`src/core/cbp_pkg.sv`:
```
// Package for the CAN transmit buffer pair control block.
// Assumes one 40 MHz clock domain shared by bus slave, engine and DMA RAM.
package cbp_pkg;

  // Number of buffers in one pair, and payload words kept per buffer.
  localparam int unsigned NBUF = 2;
  localparam int unsigned NWORD = 2;

  // Register byte addresses on the AXI4-Lite slave.
  localparam logic [3:0] ADDR_CTRL = 4'h0;
  localparam logic [3:0] ADDR_STAT = 4'h4;
  localparam logic [3:0] ADDR_MASK = 4'h8;

  // Values after reset.
  localparam logic [7:0] CTRL_RESET = 8'h00;
  localparam logic [3:0] STAT_RESET = 4'h0;
  localparam logic [3:0] MASK_RESET = 4'h0;

  // Positions of the interrupt status fields.
  localparam int unsigned STAT_DONE_POS = 0;
  localparam int unsigned STAT_ERR_POS = 2;

  // AXI response codes.
  localparam logic [1:0] RESP_OKAY = 2'h0;
  localparam logic [1:0] RESP_SLVERR = 2'h2;

  // One buffer's control byte, bit 7 down to bit 0.
  typedef struct packed {
    logic       tx_enable;
    logic       aborted_flag;
    logic       lost_arbitration_flag;
    logic       tx_bus_error_flag;
    logic       send_request;
    logic       auto_remote_reply_enable;
    logic [1:0] tx_priority_field;
  } cbp_ctrl_t;

  // Report from the protocol engine about the buffer it is sending.
  typedef struct packed {
    logic buf_idx;
    logic done;
    logic bus_error;
    logic lost_arb;
  } cbp_eng_ev_t;

  // Frame offered to the protocol engine.
  typedef struct packed {
    logic        valid;
    logic        buf_idx;
    logic [31:0] payload;
  } cbp_sel_t;

endpackage

```
`src/core/cbp_buffer_ctrl.sv`:
```
// Control of one CAN transmit buffer pair with its payload words.
// Assumes the protocol engine and DMA run on aclk; AXI4-Lite master on aclk.
//
// Implementation choices: the AXI4-Lite register port and the register offsets.
`timescale 1ns/1ps

module cbp_buffer_ctrl (
  // Clock, reset and clock enable.
  input  wire logic                 aclk,
  input  wire logic                 aresetn,
  input  wire logic                 ce,
  // AXI4-Lite write address and data.
  input  wire logic                 awvalid,
  output logic                      awready,
  input  wire logic [3:0]           awaddr,
  input  wire logic                 wvalid,
  output logic                      wready,
  input  wire logic [31:0]          wdata,
  input  wire logic [3:0]           wstrb,
  // AXI4-Lite write response.
  output logic                      bvalid,
  input  wire logic                 bready,
  output logic [1:0]                bresp,
  // AXI4-Lite read.
  input  wire logic                 arvalid,
  output logic                      arready,
  input  wire logic [3:0]           araddr,
  output logic                      rvalid,
  input  wire logic                 rready,
  output logic [31:0]               rdata,
  output logic [1:0]                rresp,
  // DMA RAM port for payload words.
  input  wire logic                 dma_en,
  input  wire logic                 dma_we,
  input  wire logic [1:0]           dma_addr,
  input  wire logic [1:0]           dma_be,
  input  wire logic [15:0]          dma_wdata,
  output logic [15:0]               dma_rdata,
  // Protocol engine.
  input  wire cbp_pkg::cbp_eng_ev_t eng_ev,
  input  wire logic [1:0]           rtr_hit,
  output cbp_pkg::cbp_sel_t         tx_sel,
  output logic [1:0]                abort_req,
  // Interrupt.
  output logic                      irq
);

  ////////////////////////////////////////////////////////////////////////
  // State.

  cbp_pkg::cbp_ctrl_t ctrl [cbp_pkg::NBUF];
  cbp_pkg::cbp_ctrl_t next_ctrl [cbp_pkg::NBUF];
  logic [15:0]        ram [cbp_pkg::NBUF * cbp_pkg::NWORD];
  logic [3:0]         stat;
  logic [3:0]         mask;
  logic               aw_full;
  logic               w_full;
  logic [3:0]         aw_addr;
  logic [31:0]        w_data;
  logic [3:0]         w_strb;
  logic [1:0]         done_hit;
  logic [1:0]         err_hit;
  logic [1:0]         abort_hit;

  ////////////////////////////////////////////////////////////////////////
  // Bus decode.

  // A write fires once both halves are held and no response is pending.
  wire       do_wr      = aw_full && w_full && !bvalid;
  wire       wr_ctrl    = do_wr && (aw_addr == cbp_pkg::ADDR_CTRL);
  wire       wr_mask    = do_wr && (aw_addr == cbp_pkg::ADDR_MASK);
  wire       wr_stat    = do_wr && (aw_addr == cbp_pkg::ADDR_STAT);
  wire       wr_hit     = wr_ctrl || wr_mask || wr_stat;
  wire       rd_take    = arvalid && arready;
  wire       rd_ctrl    = araddr == cbp_pkg::ADDR_CTRL;
  wire       rd_stat    = araddr == cbp_pkg::ADDR_STAT;
  wire       rd_mask    = araddr == cbp_pkg::ADDR_MASK;
  wire       rd_hit     = rd_ctrl || rd_stat || rd_mask;
  // A status read clears the sticky bits it returns.
  wire       stat_clr   = rd_take && rd_stat;
  wire [15:0] ctrl_word = {ctrl[1], ctrl[0]};

  // Read data selected from the addressed register; unmapped reads as zero.
  wire [31:0] rd_mux =
    rd_ctrl ? {16'h0000, ctrl_word} :
    rd_stat ? {28'h0000000, stat} :
    rd_mask ? {28'h0000000, mask} : 32'h00000000;

  ////////////////////////////////////////////////////////////////////////
  // Per-buffer control byte.

  genvar gi;
  generate
    for (gi = 0; gi < cbp_pkg::NBUF; gi++)
    begin : g_buf
      wire                cur_sel  = eng_ev.buf_idx == 1'(gi);
      wire                sw_wr    = wr_ctrl && w_strb[gi];
      cbp_pkg::cbp_ctrl_t wb;
      assign wb = w_data[gi*8 +: 8];
      wire                sw_set   = sw_wr && wb.send_request && !ctrl[gi].send_request;
      wire                sw_abort = sw_wr && !wb.send_request && ctrl[gi].send_request;
      // A remote frame re-queues the buffer only with auto reply enabled.
      wire                rtr_set  = rtr_hit[gi] && ctrl[gi].auto_remote_reply_enable;
      wire                rise     = (sw_set || rtr_set) && !ctrl[gi].send_request;
      wire                done     = eng_ev.done && cur_sel && ctrl[gi].send_request;
      wire                berr     = eng_ev.bus_error && cur_sel && ctrl[gi].send_request;
      wire                larb     = eng_ev.lost_arb && cur_sel && ctrl[gi].send_request;

      // Next control byte; a set of the request wins over any clear.
      always_comb
      begin
        next_ctrl[gi] = ctrl[gi];
        if (sw_wr)
        begin
          next_ctrl[gi].tx_enable = wb.tx_enable;
          next_ctrl[gi].auto_remote_reply_enable = wb.auto_remote_reply_enable;
          next_ctrl[gi].tx_priority_field = wb.tx_priority_field;
        end
        if (sw_set || rtr_set)
          next_ctrl[gi].send_request = 1'b1;
        else if (done || sw_abort)
          next_ctrl[gi].send_request = 1'b0;
        if (berr)
          next_ctrl[gi].tx_bus_error_flag = 1'b1;
        if (larb)
          next_ctrl[gi].lost_arbitration_flag = 1'b1;
        if (sw_abort)
          next_ctrl[gi].aborted_flag = 1'b1;
        if (rise)
        begin
          next_ctrl[gi].tx_bus_error_flag = 1'b0;
          next_ctrl[gi].aborted_flag = 1'b0;
          next_ctrl[gi].lost_arbitration_flag = 1'b0;
        end
      end

      assign done_hit[gi] = done;
      assign err_hit[gi] = berr;
      assign abort_hit[gi] = sw_abort;

      // Control register, cleared by reset.
      always_ff @(posedge aclk)
      begin
        if (!aresetn)
          ctrl[gi] <= cbp_pkg::CTRL_RESET;
        else if (ce)
          ctrl[gi] <= next_ctrl[gi];
      end
    end
  endgenerate

  ////////////////////////////////////////////////////////////////////////
  // Transmit selection.

  // Pending buffers are those enabled for transmit with a request set.
  wire [1:0] pend = {ctrl[1].tx_enable && ctrl[1].send_request,
                     ctrl[0].tx_enable && ctrl[0].send_request};
  // Higher priority code wins; a tie goes to buffer 0.
  wire       pick = pend[1] &&
                    (!pend[0] || ctrl[1].tx_priority_field > ctrl[0].tx_priority_field);
  wire [31:0] pick_payload = {ram[{pick, 1'b1}], ram[{pick, 1'b0}]};

  // Offer registered so the engine sees a stable frame.
  always_ff @(posedge aclk)
  begin
    if (!aresetn)
    begin
      tx_sel <= '0;
      abort_req <= 2'h0;
    end
    else if (ce)
    begin
      tx_sel.valid <= |pend;
      tx_sel.buf_idx <= pick;
      tx_sel.payload <= pick_payload;
      abort_req <= abort_hit;
    end
  end

  ////////////////////////////////////////////////////////////////////////
  // Payload words in DMA RAM: word 4 then word 5 of each buffer.

  // Byte lanes: word 4 holds bytes 2 and 3, word 5 holds bytes 4 and 5.
  wire dma_lo = dma_en && dma_we && dma_be[0];
  wire dma_hi = dma_en && dma_we && dma_be[1];

  // Payload is not reset and stays undefined until written.
  always_ff @(posedge aclk)
  begin
    if (ce)
    begin
      if (dma_lo)
        ram[dma_addr][7:0] <= dma_wdata[7:0];
      if (dma_hi)
        ram[dma_addr][15:8] <= dma_wdata[15:8];
    end
  end

  // Registered DMA read data.
  always_ff @(posedge aclk)
  begin
    if (!aresetn)
      dma_rdata <= 16'h0000;
    else if (ce && dma_en && !dma_we)
      dma_rdata <= ram[dma_addr];
  end

  ////////////////////////////////////////////////////////////////////////
  // Interrupt status and mask.

  wire [3:0] stat_set = {err_hit, done_hit};
  wire [3:0] next_stat = (stat & ~(stat_clr ? 4'hf : 4'h0)) | stat_set;

  // Sticky events; a new event in the clearing read stays set.
  always_ff @(posedge aclk)
  begin
    if (!aresetn)
    begin
      stat <= cbp_pkg::STAT_RESET;
      mask <= cbp_pkg::MASK_RESET;
      irq <= 1'b0;
    end
    else if (ce)
    begin
      stat <= next_stat;
      if (wr_mask)
        mask <= w_data[3:0];
      irq <= |(next_stat & (wr_mask ? w_data[3:0] : mask));
    end
  end

  ////////////////////////////////////////////////////////////////////////
  // AXI4-Lite write channels.

  // Address and data are taken independently, then answered together.
  always_ff @(posedge aclk)
  begin
    if (!aresetn)
    begin
      awready <= 1'b0;
      wready <= 1'b0;
      aw_full <= 1'b0;
      w_full <= 1'b0;
      aw_addr <= 4'h0;
      w_data <= 32'h00000000;
      w_strb <= 4'h0;
      bvalid <= 1'b0;
      bresp <= cbp_pkg::RESP_OKAY;
    end
    else if (ce)
    begin
      if (awvalid && awready)
      begin
        aw_addr <= awaddr;
        aw_full <= 1'b1;
        awready <= 1'b0;
      end
      else if (!aw_full && !bvalid)
        awready <= 1'b1;
      if (wvalid && wready)
      begin
        w_data <= wdata;
        w_strb <= wstrb;
        w_full <= 1'b1;
        wready <= 1'b0;
      end
      else if (!w_full && !bvalid)
        wready <= 1'b1;
      if (do_wr)
      begin
        aw_full <= 1'b0;
        w_full <= 1'b0;
        bvalid <= 1'b1;
        bresp <= wr_hit ? cbp_pkg::RESP_OKAY : cbp_pkg::RESP_SLVERR;
      end
      else if (bvalid && bready)
        bvalid <= 1'b0;
    end
  end

  ////////////////////////////////////////////////////////////////////////
  // AXI4-Lite read channel.

  // One read at a time; data is captured when the address is taken.
  always_ff @(posedge aclk)
  begin
    if (!aresetn)
    begin
      arready <= 1'b0;
      rvalid <= 1'b0;
      rdata <= 32'h00000000;
      rresp <= cbp_pkg::RESP_OKAY;
    end
    else if (ce)
    begin
      if (rd_take)
      begin
        arready <= 1'b0;
        rvalid <= 1'b1;
        rdata <= rd_mux;
        rresp <= rd_hit ? cbp_pkg::RESP_OKAY : cbp_pkg::RESP_SLVERR;
      end
      else if (rvalid && rready)
        rvalid <= 1'b0;
      else if (!rvalid)
        arready <= 1'b1;
    end
  end

endmodule

```
`config.mk`:
```
export PLATFORM = sky130hd
export DESIGN_NAME = cbp_buffer_ctrl
export DESIGN_NICKNAME = d
export VERILOG_FILES = /design/src/core/cbp_pkg.sv /design/src/core/cbp_buffer_ctrl.sv
export SDC_FILE = /design/constraint.sdc
export NUM_CORES = 1
export LEC_CHECK = 0
export BUFFER_PORTS_ARGS = -buffer_cell sky130_fd_sc_hd__clkbuf_2
export CELL_PAD_IN_SITES_DETAIL_PLACEMENT = 1
export CELL_PAD_IN_SITES_GLOBAL_PLACEMENT = 2
export CORE_MARGIN = 5
export CORE_UTILIZATION = 34
export CTS_CLUSTER_SIZE = 24
export DETAILED_ROUTE_END_ITERATION = 6
export PLACE_DENSITY_LB_ADDON = 0.2
export SETUP_SLACK_MARGIN = 0.05
export SLEW_MARGIN = 20
export SYNTH_ARGS = -nofsm -noshare
export SYNTH_HDL_FRONTEND = slang
export SYNTH_SLANG_ARGS = --single-unit
```
`constraint.sdc`:
```
create_clock -name aclk -period 3.1 [get_ports aclk]
set_clock_uncertainty 0.2 [all_clocks]
set_input_delay 0.93 -clock aclk [delete_from_list [all_inputs] [get_ports aclk]]
set_output_delay 0.93 -clock aclk [all_outputs]
set_load 0.02 [all_outputs]
```
==> results.md <==
- Routed WL: between 15000 and 20000 um
- Post-synth EDFFs: 80
- Clock transition at the registers of the reported paths: approximately 0.07 ns
- Footprint of the multi-input gates: approximately 2600 sq um
- Crit. End Element: flip-flop
- Synth warnings: 0
- R2r worst-path depth: 8
- Clock sink count: between 150 and 200
- RR Startpoint: ctrl[0][1]$_SDFFCE_PN0P_
- Row count: 53
- FILL cells: between 2000 and 2500
- First-pass GRT wire length: between 30000 and 40000 um
- Die height: 157 um
- CP startpoint: ctrl[0][1]$_SDFFCE_PN0P_
- Antenna cell count: 0
- Worst-Margin Slew: around 0.64 ns
- Leakage: around 3.4 nW
- Htree depth: 4
- Commonest non-fill, non-tap cell in the layout: clkbuf_2
- Avg Cell Area, Syn: 11.5 sq um
- Delay-heaviest family, CP: compound AO/OA/AOI/OAI gates
- Initial Util: 34.8%
- Sequential element share of the synthesized area: between 60 and 70%
- Worst Path Buf+Inv: 2
- Placed Cells: between 1000 and 1500
- Port bufs: around 130
- Skew-Pair Late Insertion Delay: between 0.4 and 0.5 ns
- M1 WL: 8150 um
- Ports: ~170
- GR Overflow Total: 0
- Post-route minimum period: roughly 2.3 ns
- Reg area: between 4000 and 5000 sq um
- PwrDens: 583 nW/um^2
- Post-route ant nets: 0
- RSZ-0062 raised after global routing: no
- Initial antenna violation count: 0
- Synthesized cell area: between 7000 and 8000 sq um
- Worst reg-to-reg setup slack: between 0.7 and 0.8 ns
- Post-DP HPWL: between 10000 and 15000 um
- DRC: 0
- Setup ws final: about 0.8 ns
- Chip Width: ~160 um
- Critical Path Stages: 8
- Maximum VDD drop: 0.311 mV
- Core box area: approximately 21000 sq um
- Synth cell types: 40
- NumNets Final: 850
- Setup slack at placement: 0.524 ns
- Fin util: around two fifths
- Layout area overhead: 20.5%
- Critical Path Slowest Stage Cell: edfxtp_1
- Vias in the first global route: slightly below 6000
- Reg2reg end: tx_sel[8]$_SDFFE_PN0P_
- Crit start category: flip-flop
- CTS root buf: clkbuf_16
- Max-cap violations: 0
- Status: finished, final reports clean
- PostCTS Resize Cnt: 0
- Share of synthesized registers carrying an async set or reset: 0%
- Routed len/inst: around 19 um
- Final hold vios: 0
- Detailed-route vias per instance: 5.02
- Relative slew margins: a little under three fifths
- Crit share post-route: about three quarters
- Crit path cell chain: inv_1 > ha_1 > nor2b_2 > o21ai_1 > a31oi_4 > buf_12 > mux2i_1 > a211oi_1
- Fmax: 0.431 GHz
- Cell count after synthesis: 640
- Post-route insts no fill: 1056
- Highest routed layer: met4
- Drt pass-1 iters: 5
- Met2 wire length: roughly 10000 um
- Max FO, Critical Path: 33
- Worst Hold Class: reg2reg
- CTS Buf Count: 17
- Ys flop type: dfxtp_1
- Layout cell share with drive strength beyond 1: a little over a quarter
- Setup violators final: 0
- Setup CP Type: reg2reg
- CTS tree: done
- Gpl congestion: between 0.8 and 0.9
- Crit path DAT: ~2.4 ns
- CTS Buffer Depth: 2
- Tot GR Track Use: ~16%
- Largest net degree at the start of global routing: ~80
- Worst path max stage delay: about 0.42 ns
- Postcts setup bufs: 0
- Hold buffer count at cts: 0
- Via count: approximately 5300
- End point of the critical path: tx_sel[8]$_SDFFE_PN0P_
- Setup TNS: 0 ns
- Initial DRC count: between 200 and 250
- Worst hold slack: around 0.24 ns
- Most frequent cells in the layout: clkbuf_2 (130), dfxtp_1 (102), nand2_1 (90), edfxtp_1 (80), nor2_1 (59)
- Routed wl met3: 841 um
- #FFs+latches synth: around 180
- Data required, critical path: 3.20 ns
- Die area: between 20000 and 25000 sq um
- Max Transition Viols Final: 0
power by group:
group	leakage [nW]	internal (mW)	switching (mW)	total (mW)
Sequential	1.58	2.57	0.0515	2.62
Combinational	1.57	0.149	0.265	0.414
Clock	0.290	1.08	1.06	2.14
Total	3.44	3.80	1.37	5.18
worst reg2reg max path, stage by stage (launching register included):
cell      delay, ns
edfxtp_1       0.42
inv_1          0.07
ha_1           0.29
nor2b_2        0.13
o21ai_1        0.09
a31oi_4        0.22
buf_12         0.26
mux2i_1        0.41
a211oi_1       0.12
routing by layer:
layer	vias up	GRT usage, %
met1	2632	19.0
met4	0	4.96
met3	21	3.88
li1	2533	-
met5	-	0
met2	120	29.5
registers in the layout, summed over array words and instances, names as in the netlist:
name       cells
arready        1
w_full         1
rresp          1
stat           4
abort_req      2
wready         1
tx_sel        34
rdata         16
bresp          1
aw_addr        4
awready        1
ram           64
mask           4
dma_rdata     16
irq            1
aw_full        1
rvalid         1
w_strb         2
bvalid         1
ctrl          16
w_data        10
synth_stat cells, types with 2 or more instances:
library cell | count | share of area (%)
a211oi_1 | 40 | 4.1
a21boi_0 | 2 | 0.20
a21oi_1 | 49 | 3.3
a22o_1 | 13 | 1.5
a31oi_1 | 3 | 0.25
and2_1 | 4 | 0.34
and3_1 | 11 | 0.93
buf_1 | 4 | 0.20
buf_2 | 8 | 0.54
buf_4 | 19 | 1.9
buf_6 | 3 | 0.46
clkbuf_1 | 24 | 1.2
dfxtp_1 | 102 | 28
edfxtp_1 | 80 | 33
ha_1 | 2 | 0.34
inv_1 | 8 | 0.41
mux2i_1 | 40 | 5.4
mux4_2 | 16 | 4.9
nand2_1 | 90 | 4.6
nand2b_1 | 5 | 0.42
nand3_1 | 8 | 0.54
nand4_1 | 4 | 0.34
nor2_1 | 59 | 3.0
nor2b_1 | 12 | 1.0
nor3_1 | 6 | 0.41
o21a_1 | 5 | 0.51
o21ai_0 | 5 | 0.34
o221ai_1 | 4 | 0.48
o22a_1 | 2 | 0.24
or3_1 | 2 | 0.17
area by class of cell:
type / instances / area share (%)
multi-input combinational: 408 / 29.6
inverter: 9 / 0.381
clock inverter: 15 / 1.82
clock buffer: 17 / 4.79
sequential: 182 / 50.1
timing repair buffer: 150 / 9.45
tap: 275 / 3.88
worst min path at each step:
| stage | start | endpoint | slack, ns | cells past startpoint |
|---|---|---|---|---|
| after floorplan | w_strb[1]$_SDFFE_PN0P_ | w_strb[1]$_SDFFE_PN0P_ | 0.23 | 2 |
| after global placement | rdata[0]$_SDFFE_PN0P_ | rdata[0]$_SDFFE_PN0P_ | 0.24 | 2 |
| after detailed placement | rdata[0]$_SDFFE_PN0P_ | rdata[0]$_SDFFE_PN0P_ | 0.24 | 2 |
| after CTS | rdata[0]$_SDFFE_PN0P_ | rdata[0]$_SDFFE_PN0P_ | 0.25 | 2 |
| after global routing | rdata[0]$_SDFFE_PN0P_ | rdata[0]$_SDFFE_PN0P_ | 0.26 | 2 |
| final | rdata[0]$_SDFFE_PN0P_ | rdata[0]$_SDFFE_PN0P_ | 0.24 | 2 |
metrics by stage:
step	power, mW	area [sq um]
after floorplan	2.94	7420
after global placement	3.09	8290
after detailed placement	3.10	8290
after CTS	5.24	8870
after global routing	5.40	8870
final	5.18	8870
cells by family (layout without fill, tap and decap cells):
kind of cell | after synthesis | after routing | synth area share (%)
AO/OA/AOI/OAI | 125 | 125 | 11.3
multiplexers | 56 | 56 | 10.3
buffers and inverters | 67 | 191 | 4.83
AND/OR/NAND/NOR | 207 | 207 | 12.7
adder cells (fa/ha/maj) | 2 | 2 | 0.340
other | 1 | 18 | 0.0509
flip-flops | 182 | 182 | 60.4
No activity file was read; power rests on OpenSTA's default activity.
